**config.mk**
```make
export PLATFORM = sky130hd
export DESIGN_NAME = rsx_radio_state_exit_config
export DESIGN_NICKNAME = d
export VERILOG_FILES = /design/src/rtl/rsx_pkg.sv /design/src/rtl/rsx_radio_state_exit_config.sv
export SDC_FILE = /design/constraint.sdc
export NUM_CORES = 1
export LEC_CHECK = 0
export BUFFER_PORTS_ARGS = -buffer_cell sky130_fd_sc_hd__buf_2
export CORE_ASPECT_RATIO = 2
export CORE_MARGIN = 5
export CORE_UTILIZATION = 47
export DETAILED_ROUTE_END_ITERATION = 10
export HOLD_SLACK_MARGIN = 0.08
export PLACE_DENSITY = 0.85
export SLEW_MARGIN = 20
export SYNTH_ARGS = -nofsm -noshare
export SYNTH_HDL_FRONTEND = slang
export SYNTH_SLANG_ARGS = --single-unit
```
**constraint.sdc**
```tcl
create_clock -name ref_clk_i -period 1.8 [get_ports ref_clk_i]
set_input_delay 0 -clock ref_clk_i [delete_from_list [all_inputs] [get_ports ref_clk_i]]
set_output_delay 0 -clock ref_clk_i [all_outputs]
set_load 0.05 [all_outputs]
```
**src/rtl/rsx_pkg.sv**
```systemverilog
package rsx_pkg;
    // ==========================================
    // register map
    localparam logic [5:0] ADDR_CLEAR_CHANNEL_AND_EXIT_CONFIG = 6'h16;
    localparam logic [5:0] ADDR_CALIBRATION_AND_POWER_CONFIG = 6'h17;
    localparam logic [7:0] RST_CLEAR_CHANNEL_AND_EXIT_CONFIG = 8'h30;
    localparam logic [7:0] RST_CALIBRATION_AND_POWER_CONFIG = 8'h00;
    localparam logic [7:0] CFG_USED_MASK = 8'h3f;
    localparam int MODE_HI = 5;
    localparam int MODE_LO = 4;
    localparam int RXOFF_HI = 3;
    localparam int RXOFF_LO = 2;
    localparam int TXOFF_HI = 1;
    localparam int TXOFF_LO = 0;
    localparam logic [1:0] AUTOCAL_PERIOD_M1 = 2'h3;

    // ==========================================
    // types
    typedef enum logic [2:0] {
        RSX_IDLE = 3'b000,
        RSX_RX = 3'b001,
        RSX_TX = 3'b010,
        RSX_FSTX = 3'b011,
        RSX_CAL = 3'b100
    } rsx_state_e;

    typedef struct packed {
        logic wr;
        logic [5:0] addr;
        logic [7:0] wdata;
    } rsx_reg_req_s;

    typedef struct packed {
        logic go_rx;
        logic go_tx;
        logic go_fstx;
        logic go_idle;
        logic rx_done;
        logic tx_done;
        logic cal_strobe;
        logic cal_done;
    } rsx_cmd_s;
endpackage

```
**src/rtl/rsx_radio_state_exit_config.sv**
```systemverilog
// How it works
// - clear-channel mode in bits 5:4 of first config register, resets to 11
// - clear-channel output: always, rssi low, not receiving, or both
// - after receive go to idle, fstx, tx or stay rx per bits 3:2
// - after transmit go to idle, fstx, stay tx or rx per bits 1:0
// - staying in tx restarts preamble right away
// - autocal policy bits 5:4 of second config register: never, leave, return
// - policy never: calibrate only on the host calibrate strobe
// - policy 3: calibrate on every fourth rx/tx to idle return
module rsx_radio_state_exit_config (
    input wire logic ref_clk_i,
    input wire logic rst_i,
    input wire rsx_pkg::rsx_reg_req_s req_i,
    input wire rsx_pkg::rsx_cmd_s cmd_i,
    input wire logic rssi_below_thr_i,
    input wire logic pkt_receiving_i,
    output logic [7:0] rdata_o,
    output logic clear_channel_signal_o,
    output rsx_pkg::rsx_state_e state_o,
    output logic synth_cal_busy_o,
    output logic preamble_restart_o
);
    // ==========================================
    // configuration registers
    logic [7:0] cfg2_q, cfg2_d, cfg1_q, cfg1_d, rdata_q, rdata_d;
    always_comb begin
        cfg2_d = cfg2_q;
        cfg1_d = cfg1_q;
        if (req_i.wr && req_i.addr == rsx_pkg::ADDR_CLEAR_CHANNEL_AND_EXIT_CONFIG) begin
            cfg2_d = req_i.wdata & rsx_pkg::CFG_USED_MASK;
        end
        if (req_i.wr && req_i.addr == rsx_pkg::ADDR_CALIBRATION_AND_POWER_CONFIG) begin
            cfg1_d = req_i.wdata & rsx_pkg::CFG_USED_MASK;
        end
        // read data registered; unmapped addresses read zero
        case (req_i.addr)
            rsx_pkg::ADDR_CLEAR_CHANNEL_AND_EXIT_CONFIG: rdata_d = cfg2_q;
            rsx_pkg::ADDR_CALIBRATION_AND_POWER_CONFIG: rdata_d = cfg1_q;
            default: rdata_d = 8'h00;
        endcase
    end
    always_ff @(posedge ref_clk_i or posedge rst_i) begin
        if (rst_i) begin
            cfg2_q <= rsx_pkg::RST_CLEAR_CHANNEL_AND_EXIT_CONFIG;
            cfg1_q <= rsx_pkg::RST_CALIBRATION_AND_POWER_CONFIG;
            rdata_q <= 8'h00;
        end else begin
            cfg2_q <= cfg2_d;
            cfg1_q <= cfg1_d;
            rdata_q <= rdata_d;
        end
    end
    assign rdata_o = rdata_q;

    // ==========================================
    // clear-channel indication
    logic cc_q, cc_d;
    always_comb begin
        case (cfg2_q[rsx_pkg::MODE_HI:rsx_pkg::MODE_LO])
            2'h0: cc_d = 1'b1;
            2'h1: cc_d = rssi_below_thr_i;
            2'h2: cc_d = !pkt_receiving_i;
            default: cc_d = rssi_below_thr_i && !pkt_receiving_i;
        endcase
    end
    always_ff @(posedge ref_clk_i or posedge rst_i) begin
        if (rst_i) cc_q <= 1'b0;
        else cc_q <= cc_d;
    end
    assign clear_channel_signal_o = cc_q;

    // ==========================================
    // radio state and calibration
    rsx_pkg::rsx_state_e st_q, st_d, after_cal_q, after_cal_d;
    logic [1:0] ret_cnt_q, ret_cnt_d;
    logic pre_q, pre_d;
    logic busy_q, busy_d;
    logic [1:0] pol;
    assign pol = cfg1_q[rsx_pkg::MODE_HI:rsx_pkg::MODE_LO];

    // shared exit decode: 0 idle, 1 fstx, 2 tx, 3 rx
    function automatic rsx_pkg::rsx_state_e exit_state(input logic [1:0] f);
        case (f)
            2'h0: exit_state = rsx_pkg::RSX_IDLE;
            2'h1: exit_state = rsx_pkg::RSX_FSTX;
            2'h2: exit_state = rsx_pkg::RSX_TX;
            default: exit_state = rsx_pkg::RSX_RX;
        endcase
    endfunction

    always_comb begin
        rsx_pkg::rsx_state_e tgt;
        logic returning;
        tgt = st_q;
        returning = 1'b0;
        st_d = st_q;
        after_cal_d = after_cal_q;
        ret_cnt_d = ret_cnt_q;
        pre_d = 1'b0;
        case (st_q)
            rsx_pkg::RSX_IDLE: begin
                if (cmd_i.go_rx) tgt = rsx_pkg::RSX_RX;
                else if (cmd_i.go_tx) tgt = rsx_pkg::RSX_TX;
                else if (cmd_i.go_fstx) tgt = rsx_pkg::RSX_FSTX;
                // manual calibration strobe, honoured under any policy
                if (cmd_i.cal_strobe) begin
                    st_d = rsx_pkg::RSX_CAL;
                    after_cal_d = rsx_pkg::RSX_IDLE;
                end else if (tgt != rsx_pkg::RSX_IDLE) begin
                    // calibrate on leaving idle with policy 1
                    if (pol == 2'h1) begin
                        st_d = rsx_pkg::RSX_CAL;
                        after_cal_d = tgt;
                    end else st_d = tgt;
                end
            end
            rsx_pkg::RSX_RX: begin
                // exit after receive; tx/fstx with cca is host's to avoid
                if (cmd_i.rx_done) tgt = exit_state(cfg2_q[rsx_pkg::RXOFF_HI:rsx_pkg::RXOFF_LO]);
                else if (cmd_i.go_idle) tgt = rsx_pkg::RSX_IDLE;
                else if (cmd_i.go_tx) tgt = rsx_pkg::RSX_TX;
                returning = (tgt == rsx_pkg::RSX_IDLE);
                if (!returning) st_d = tgt;
            end
            rsx_pkg::RSX_TX: begin
                if (cmd_i.tx_done) tgt = exit_state(cfg2_q[rsx_pkg::TXOFF_HI:rsx_pkg::TXOFF_LO]);
                else if (cmd_i.go_idle) tgt = rsx_pkg::RSX_IDLE;
                else if (cmd_i.go_rx) tgt = rsx_pkg::RSX_RX;
                // stay in tx and resend preamble
                pre_d = cmd_i.tx_done && (tgt == rsx_pkg::RSX_TX);
                returning = (tgt == rsx_pkg::RSX_IDLE);
                if (!returning) st_d = tgt;
            end
            rsx_pkg::RSX_FSTX: begin
                if (cmd_i.go_tx) st_d = rsx_pkg::RSX_TX;
                else if (cmd_i.go_rx) st_d = rsx_pkg::RSX_RX;
                else if (cmd_i.go_idle) st_d = rsx_pkg::RSX_IDLE;
            end
            rsx_pkg::RSX_CAL: begin
                if (cmd_i.cal_done) st_d = after_cal_q;
            end
            default: st_d = rsx_pkg::RSX_IDLE;
        endcase
        if (returning) begin
            st_d = rsx_pkg::RSX_IDLE;
            after_cal_d = rsx_pkg::RSX_IDLE;
            // calibrate on return with policy 2
            if (pol == 2'h2) st_d = rsx_pkg::RSX_CAL;
            // every fourth return with policy 3
            if (pol == 2'h3) begin
                ret_cnt_d = ret_cnt_q + 2'h1;
                if (ret_cnt_q == rsx_pkg::AUTOCAL_PERIOD_M1) st_d = rsx_pkg::RSX_CAL;
            end
        end
        // busy kept in its own flop so the pin is glitch free, same timing as state
        busy_d = (st_d == rsx_pkg::RSX_CAL);
    end
    always_ff @(posedge ref_clk_i or posedge rst_i) begin
        if (rst_i) begin
            st_q <= rsx_pkg::RSX_IDLE;
            after_cal_q <= rsx_pkg::RSX_IDLE;
            ret_cnt_q <= 2'h0;
            pre_q <= 1'b0;
            busy_q <= 1'b0;
        end else begin
            st_q <= st_d;
            after_cal_q <= after_cal_d;
            ret_cnt_q <= ret_cnt_d;
            pre_q <= pre_d;
            busy_q <= busy_d;
        end
    end
    assign state_o = st_q;
    assign synth_cal_busy_o = busy_q;
    assign preamble_restart_o = pre_q;
endmodule

```
==> results.cfg, run 1 <==
[global_routing]
grt_usage = 0.181
grt-ovfl-total = 0
antenna_found_initial = 0
grt_pass1_vias = 1384
grt_pass1_wl_um = 6520
grt_max_degree = 30

[clock_tree]
h-tree-depth = 2
insertion_delay_ps = 280
clock-sinks = 29
cts_root_buf = clkbuf_8
clock_path_buffers = 2
cts_buffers = 5
tritoncts = yes
clkTransAtPathRegs_ps = 60

[synth]
yosys.area_share.adder = 0.0399
synthSimpleGateAreaFrac = 0.137
seq_area_frac_synth = 0.465
yosys.area.top_type = dfrtp_1
synth_top_family_by_area = compound AO/OA/AOI/OAI gates
synth.distinct_cells = 45
synth_common_cells = 27 x dfrtp_1, 12 x mux2_2, 10 x inv_1, 10 x nor2_1, 7 x mux2i_1
ys.warnings.count = 0
synth_compound_gate_area_share = 0.148
ys_top_cells_by_area = dfrtp_1 43%, mux2_2 8.6%, mux2i_1 4.5%, ha_1 4.0%, dfstp_2 3.4%
synth-edff-count = 0
syn_area_per_cell_um2 = 11.5
syn_inst = 136
syn-cell-area_um2 = 1570
synthMuxAreaShare = 0.141
synth_xor_area_frac = 0.00559
ys_seq_elements = 29
yosysTopAreaCellShare = 0.431
synth_async_sr_flop_share = 1.00
synth_ff_type = dfrtp_1
yosysMostFrequentCell = dfrtp_1

[route]
firstDrtPassIters = 4
wirelength_um = 3760
drt_iter0_drc = 26
wl_per_cell_um = 16.6
route.detailed.drc = 0
ant_nets = 0
dr_total_vias = 1289
via_per_inst = 5.70

[timing]
tns_ps = 0
min_period_over_period = 1.00
fmax_ghz = 0.556
setup_violations = 0
fin_crit_ps = 1800
fin_worst_skew_ps = 9.02
rsz0062_at_grt = true
fin_ws_ps = 0.364
drv_slew = 0
hold_violations = 0

[final_layout]
drive_gt1_frac = 0.451
final_cells = 226
final_nets = 226
stdcell_area_um2 = 2060
antenna_cells = 0
area.growth.synth_to_final_pct = 31.4

[placed_design]
gp_congestion = 0.905
dp_hpwl_um = 2740
place_ws_ps = -101
placed_cell_area_um2 = 1820
port_buffers = 36
dp.cells = 206

[status]
status = finished clean

[critical_path]
cp_max_fo = 13
cpPeakStageDelay_ps = 490
critPathKind = reg -> reg
arrival_ps = 1980
endpoint_kind = flop
cp_cell_sequence = nor3b_1, o311ai_2, o32a_4, o211a_1, a311oi_2
required_ps = 1980
cp-start-kind = flop
cpMaxStageDelayCell = dfrtp_2

[floorplanning]
initial_core_util = 0.491
core.rowCount = 29
chipWidth_um = 50.8
core-area_um2 = 3190
die_h_um = 91.6
dieArea_um2 = 4660
io_pins = 41

[pwr]
p_leak_nw = 1.02
vdd_ir_drop_max_mv = 0.880
power.density_nw_per_um2 = 1160

[min_path]
hold_class = in -> reg

[flow_run]
cap_violations = 0
==> area by class of cell <==
class                      count  area (µm²)
timing repair buffer          56         355
inverter                      11        43.8
tap                           31        38.8
clock buffer                   8        90.1
multi-input combinational     91         798
fill                         228        1130
sequential                    29         732
==> final timing paths <==
kind	from	to	slack, ps	cells after the start
setup / recovery	state_o[0]$_DFF_PP0_	synth_cal_busy_o$_DFF_PP0_	0.4	5
hold / removal	req_i[9]	rdata_o[0]$_DFF_PP0_	130	3
setup reg to reg	state_o[0]$_DFF_PP0_	synth_cal_busy_o$_DFF_PP0_	0.4	5
hold reg to reg	ret_cnt_q[0]$_DFFE_PP0P_	ret_cnt_q[0]$_DFFE_PP0P_	470	1
max in group asynchronous	rst_i	cfg2_q[5]$_DFFE_PP1P_	1160	4
min in group asynchronous	rst_i	ret_cnt_q[1]$_DFFE_PP0P_	320	4
==> report_power, final <==
| part | total, mW | internal, mW | switching (mW) |
|---|---|---|---|
| Combinational | 0.938 | 0.400 | 0.538 |
| Clock | 0.541 | 0.311 | 0.230 |
| Sequential | 0.912 | 0.766 | 0.147 |
==> state kept, by name, summed over array words and instances (netlist names) <==
signal                  flops
preamble_restart_o          1
rdata_o                     6
ret_cnt_q                   2
clear_channel_signal_o      1
cfg1_q                      6
state_o                     3
cfg2_q                      6
synth_cal_busy_o            1
after_cal_q                 3
==> worst max-delay path: cells and delay by family, from the launching register on <==
family	cells	cell delay [ps]
compound gates	4	900
simple gates	1	300
flops	1	490
==> layout by cell type, fill, tap and decap left out, types with 2 or more instances in the layout <==
| master | count |
|---|---|
| nand2b_1 | 3 |
| inv_1 | 9 |
| dfrtp_2 | 3 |
| dlygate4sd3_1 | 10 |
| nor2_1 | 10 |
| a211oi_1 | 2 |
| nand2_1 | 3 |
| o311ai_2 | 2 |
| clkbuf_1 | 2 |
| buf_2 | 36 |
| buf_4 | 10 |
| a21oi_1 | 2 |
| dfrtp_1 | 24 |
| mux2i_1 | 7 |
| o31a_1 | 2 |
| nor3_1 | 3 |
| o21bai_1 | 3 |
| conb_1 | 2 |
| clkbuf_8 | 6 |
| and3_1 | 2 |
| a22oi_1 | 3 |
| ha_1 | 3 |
| ha_2 | 2 |
| nor2b_1 | 3 |
| o21ai_0 | 3 |
| dfstp_2 | 2 |
| mux2_2 | 12 |
==> routing by layer <==
metal,up-vias,routed length (µm),global-route usage
met1,640,1210,0.174
met2,39,2270,0.337
met5,-,0,0
met3,8,185,0.0438
li1,602,-,-
met4,0,93,0.0896
==> logic make-up after synthesis <==
logic type / count (synthesis)
AND/OR/NAND/NOR: 36
flip-flops: 29
AO/OA/AOI/OAI: 27
multiplexers: 20
buffers and inverters: 17
adder cells (fa/ha/maj): 5
other: 1
XOR/XNOR: 1
==> metrics by stage <==
stage / total power [mW] / util / hold WS (ps)
after floorplan: 1.59 / - / 76.4
after global placement: 1.74 / 0.569 / 69.5
after detailed placement: 1.78 / 0.569 / 86.3
after CTS: 2.37 / 0.640 / 119
after global routing: 2.53 / 0.645 / 136
final: 2.39 / 0.645 / 126
==> timing repair <==
| item | 4_1_cts | 5_1_grt |
|---|---|---|
| gates resized for setup | 9 | 0 |
| hold endpoints to repair | 41 | 0 |
| buffers inserted | 0 | 2 |
| setup endpoints to repair | 4 | 2 |
| pin swaps | 4 | 0 |
| hold buffers | 10 | 0 |
(Power assumes the default switching activity.)
==> inputs of run 2 (changes only) <==
--- a/config.mk
+++ b/config.mk
@@ -8,10 +8,11 @@
 export BUFFER_PORTS_ARGS = -buffer_cell sky130_fd_sc_hd__buf_2
 export CORE_ASPECT_RATIO = 2
 export CORE_MARGIN = 5
-export CORE_UTILIZATION = 47
+export CORE_UTILIZATION = 52
 export DETAILED_ROUTE_END_ITERATION = 10
+export GPL_TIMING_DRIVEN = 0
 export HOLD_SLACK_MARGIN = 0.08
-export PLACE_DENSITY = 0.85
+export PLACE_DENSITY = 0.89
 export SLEW_MARGIN = 20
 export SYNTH_ARGS = -nofsm -noshare
 export SYNTH_HDL_FRONTEND = slang
==> constraint.sdc (replaced) <==
create_clock -name ref_clk_i -period 1.7 [get_ports ref_clk_i]
set_input_delay 0 -clock ref_clk_i [delete_from_list [all_inputs] [get_ports ref_clk_i]]
set_output_delay 0 -clock ref_clk_i [all_outputs]
set_load 0.05 [all_outputs]
==> results.cfg, run 2 (synthesized netlist as in run 1, its figures left out) <==
[status]
status = finished, violations left
violations = negative setup slack

[critical_path]
cpMaxStageDelayCell = dfrtp_1
critPathKind = reg -> reg
crit_buf_inv = 1
arrival_ps = 2000
required_ps = 1880
cp_cell_sequence = inv_1, ha_1, nand2b_4, o41ai_4, o311ai_2, o221ai_2, a311oi_2
cp-start-kind = flop
cpPeakStageDelay_ps = 390
critical-path-top-delay-family = compound AO/OA/AOI/OAI gates
endpoint_kind = flop
cp_max_fo = 4

[placed_design]
place_ws_ps = -205
dp_hpwl_um = 2760
gp_congestion = 0.842
port_buffers = 35

[timing]
hold_violations = 0
fmax_ghz = 0.550
rsz0062_at_grt = true
hold_slack_ps = 139
fin_worst_skew_ps = 3.63
drv_slew = 0
setup_violations = 4
slew_headroom = 0.605
worstMarginPinSlew_ps = 592
fin_crit_ps = 1820
min_period_over_period = 1.07
tns_ps = -276
fin_ws_ps = -118

[route]
route.detailed.drc = 0
drt_iter0_drc = 26
wl_per_cell_um = 17.3
via_per_inst = 5.70
dr_total_vias = 1294
firstDrtPassIters = 4
wirelength_um = 3930
ant_nets = 0

[global_routing]
grt_pass1_wl_um = 6580
grt_max_degree = 30
antenna_found_initial = 0
grt-ovfl-total = 0
grt_pass1_vias = 1435
grt_usage = 0.203

[floorplanning]
core-area_um2 = 2940
core.rowCount = 28
chipWidth_um = 48.8
initial_core_util = 0.532
dieArea_um2 = 4280
die_h_um = 87.6
io_pins = 41

[clock_tree]
clock-sinks = 29
tritoncts = yes
clkTransAtPathRegs_ps = 60
h-tree-depth = 2
cts_root_buf = clkbuf_8
cts_buffers = 5
clock_path_buffers = 2
insertion_delay_ps = 280

[final_layout]
area.growth.synth_to_final_pct = 35.1
antenna_cells = 0
final_cell_mix = 35 x buf_2, 24 x dfrtp_1, 12 x mux2_2, 11 x buf_4
layout_commonest_cell = buf_2
finalCoreUtilization = 0.719
final_nets = 228
drive_gt1_frac = 0.467

[pwr]
power.density_nw_per_um2 = 1310
clkPwrFrac = 0.264
p_seq_frac = 0.340
vdd_ir_drop_max_mv = 0.821
p_leak_nw = 1.04
power_mw = 2.78
switching_power_mw = 1.03
switching_share = 0.370
p_comb_frac = 0.396
p_int_mw = 1.75

[flow_run]
cap_violations = 0

[min_path]
hold_class = in -> reg
run 2: changes by cell type in the layout (fill, tap and decap cells not counted), sizes merged:
| cell | previous run | this run |
|---|---|---|
| buf | 46 | 47 |
| bufinv | 0 | 1 |
run 2: path summary, 6_finish.rpt:
kind / startpoint / endpoint / slack, ps / cells after the start
min in group asynchronous: rst_i / after_cal_q[2]$_DFFE_PP0P_ / 330 / 3
worst min-delay path: req_i[9] / rdata_o[2]$_DFF_PP0_ / 140 / 3
worst max-delay path: cfg2_q[1]$_DFFE_PP0P_ / synth_cal_busy_o$_DFF_PP0_ / -120 / 7
worst min register to register: ret_cnt_q[0]$_DFFE_PP0P_ / ret_cnt_q[0]$_DFFE_PP0P_ / 480 / 1
max in group asynchronous: rst_i / state_o[0]$_DFF_PP0_ / 940 / 3
worst max register to register: cfg2_q[1]$_DFFE_PP0P_ / synth_cal_busy_o$_DFF_PP0_ / -120 / 7
run 2: layer usage:
layer  vias up  track usage  routed length [µm]
met5         -            0                   0
met4         0        0.118                 159
met3        17       0.0460                 187
met2        46        0.369                2210
met1       621        0.207                1370
li1        610            -                   -
run 2: power groups by stage:
| stage | Combinational (mW) | Sequential, mW | Clock, mW |
|---|---|---|---|
| after global routing | 1.18 | 0.962 | 0.784 |
| after detailed placement | 1.03 | 0.906 | 0 |
| after CTS | 1.09 | 0.942 | 0.747 |
| after floorplan | 0.635 | 1.06 | 0 |
| final | 1.10 | 0.946 | 0.734 |
| after global placement | 1.01 | 0.894 | 0 |
run 2: timing repair:
action	CTS	global route
gates cloned	0	0
buffers inserted	9	0
hold buffers	10	0
resized for setup	10	0
hold endpoints to repair	41	0
pin swaps	10	3
endpoints found under the setup margin	5	7
run 2: layout make-up:
class,instances,area [µm²]
clock inverters,1,30.0
fillers,203,827
well taps,30,37.5
clock buffers,7,86.3
repair buffers,54,343
multi-input cells,91,813
inverters,11,43.8
flip-flops and latches,29,732
plain buffers,4,30.0
run 2: tightest hold or removal path: stages:
cell	delay, ps
buf_2	90
nand2_1	200
nor2_1	80
run 2: per-stage QoR:
step           cell area, µm²  instances
2_1_floorplan            1600        137
3_3_place_gp             1810        202
3_5_place_dp             1810        202
4_1_cts                  2120        227
5_1_grt                  2120        227
6_report                 2120        227
==> inputs of run 3 (changes only) <==
--- a/config.mk
+++ b/config.mk
@@ -6,10 +6,10 @@
 export NUM_CORES = 1
 export LEC_CHECK = 0
 export BUFFER_PORTS_ARGS = -buffer_cell sky130_fd_sc_hd__buf_2
-export CORE_ASPECT_RATIO = 2
 export CORE_MARGIN = 5
 export CORE_UTILIZATION = 52
 export DETAILED_ROUTE_END_ITERATION = 10
+export GPL_ROUTABILITY_DRIVEN = 0
 export GPL_TIMING_DRIVEN = 0
 export HOLD_SLACK_MARGIN = 0.08
 export PLACE_DENSITY = 0.89
==> results.cfg, run 3 (synthesized netlist as in run 1, its figures left out) <==
[final_layout]
finalCoreUtilization = 0.712
multi_input_area_um2 = 811
drive_gt1_frac = 0.478
fillers = 221
antenna_cells = 0
regArea_um2 = 732
area.growth.synth_to_final_pct = 35.3
final_nets = 236
final_cell_mix = 35 x buf_2, 24 x dfrtp_1, 17 x buf_4, 12 x mux2_2, 11 x dlygate4sd3_1
layout_commonest_cell = buf_2

[pwr]
clkPwrFrac = 0.170
p_seq_frac = 0.352
switching_power_mw = 1.00
power_mw = 2.54
power.density_nw_per_um2 = 1200
p_int_mw = 1.54
switching_share = 0.394
vdd_ir_drop_max_mv = 0.622
p_comb_frac = 0.478
p_leak_nw = 1.06

[timing]
tns_ps = -160
min_period_over_period = 1.05
fin_worst_skew_ps = 9.33
slew_headroom = 0.605
rsz0062_at_grt = true
hold_slack_ps = 105
fin_crit_ps = 1780
fmax_ghz = 0.561
worstMarginPinSlew_ps = 592
hold_violations = 0
setup_violations = 3
fin_ws_ps = -81.5
drv_slew = 0

[global_routing]
grt_usage = 0.197
grt_max_degree = 30
grt_pass1_vias = 1415
antenna_found_initial = 0
grt-ovfl-total = 0
grt_pass1_wl_um = 6360

[route]
wirelength_um = 3730
via_per_inst = 5.57
dr_total_vias = 1325
wl_per_cell_um = 15.7
route.detailed.drc = 0
firstDrtPassIters = 4
drt_iter0_drc = 60
ant_nets = 0

[critical_path]
critPathKind = reg -> reg
reg2reg_from = cfg2_q[2]$_DFFE_PP0P_
arrival_ps = 2000
rr_worst_depth = 6
endpoint_kind = flop
r2r_slack_ps = -80
cp-start-kind = flop
required_ps = 1920
cpMaxStageDelayCell = dfrtp_1
cpPeakStageDelay_ps = 430
cp_cell_sequence = ha_2, o21ai_2, o31ai_2, o32a_4, nor2_4, mux2_4
timing.rr.end = ret_cnt_q[1]$_DFFE_PP0P_
cp_max_fo = 4

[min_path]
min_path_cells = 4
hold_path_end = rdata_o[0]$_DFF_PP0_
hold_class = in -> reg
worstHoldStart = req_i[13]

[clock_tree]
clock_path_buffers = 2
cts_root_buf = clkbuf_4
clock-sinks = 29
clkTransAtPathRegs_ps = 90
h-tree-depth = 2
cts_buffers = 5
tritoncts = yes
insertion_delay_ps = 320

[flow_run]
cap_violations = 0

[floorplanning]
dieArea_um2 = 4210
io_pins = 41
die_h_um = 64.9
initial_core_util = 0.526
chipWidth_um = 64.9
core.rowCount = 20
core-area_um2 = 2980

[status]
status = finished, violations left
violations = negative setup slack

[placed_design]
dp_hpwl_um = 2540
port_buffers = 35
==> run 3: cell types whose count changed in the layout (fill, tap and decap cells not counted) <==
cell / delta
buf_4: +6
clkbuf_4: +5
clkbuf_8: -5
bufinv_16: -1
clkbuf_1: +1
clkbuf_2: +1
dlygate4sd3_1: +1
o21ai_1: -1
o21ai_2: +1
o221ai_1: +1
o221ai_2: -1
==> run 3: final cells by class <==
type,instances,area share
Inverter,11,0.0207
Timing Repair Buffer,62,0.190
Tap cell,33,0.0195
Buffer,4,0.0142
Multi-Input combinational cell,91,0.383
Clock buffer,8,0.0277
Sequential cell,29,0.345
==> run 3: repair_timing <==
action | in CTS | in global routing
setup endpoints to repair | 5 | 8
pin swaps | 9 | 6
gates resized for setup | 8 | 2
setup buffers | 9 | 7
endpoints found under the hold margin | 44 | 0
hold buffers | 11 | 0
==> run 3: worst max-delay path: cells and delay by family, from the launching register on <==
| kind | cells | cell delay (ps) |
|---|---|---|
| AO/OA/AOI/OAI | 3 | 640 |
| flip-flops | 1 | 430 |
| multiplexers | 1 | 300 |
| AND/OR/NAND/NOR | 1 | 110 |
| adder cells (fa/ha/maj) | 1 | 190 |
==> run 3: power groups by stage <==
stage	registers [mW]	logic, mW	clock network (mW)
2_1_floorplan	1.06	0.635	0
3_3_place_gp	0.892	0.973	0
3_5_place_dp	0.904	1.02	0
4_1_cts	0.937	1.06	0.447
5_1_grt	0.914	1.29	0.481
6_report	0.896	1.22	0.433
==> run 3: worst max-delay path by stage <==
stage                                      from                          to  cells after the start
after floorplan            state_o[1]$_DFF_PP0_  synth_cal_busy_o$_DFF_PP0_                      6
after global placement    cfg2_q[2]$_DFFE_PP0P_    ret_cnt_q[1]$_DFFE_PP0P_                      6
after detailed placement  cfg2_q[1]$_DFFE_PP0P_    ret_cnt_q[1]$_DFFE_PP0P_                      7
after CTS                 cfg2_q[2]$_DFFE_PP0P_    ret_cnt_q[1]$_DFFE_PP0P_                      6
after global routing      cfg2_q[2]$_DFFE_PP0P_    ret_cnt_q[1]$_DFFE_PP0P_                      6
final                     cfg2_q[2]$_DFFE_PP0P_    ret_cnt_q[1]$_DFFE_PP0P_                      6
==> run 3: metal layers <==
metal,global-route usage,routed length (µm),vias to the layer above
met5,0,0,-
met3,0.0589,270,7
met4,0.0739,74,0
met2,0.355,1960,52
li1,-,-,627
met1,0.217,1430,639
==> run 3: per-stage QoR <==
step	area [µm²]	cells	worst slack (ps)
3_5_place_dp	1820	205	-184
6_report	2120	238	-81.5
3_3_place_gp	1820	205	-115
4_1_cts	2060	231	-104
2_1_floorplan	1600	137	-76.4
5_1_grt	2120	238	-162
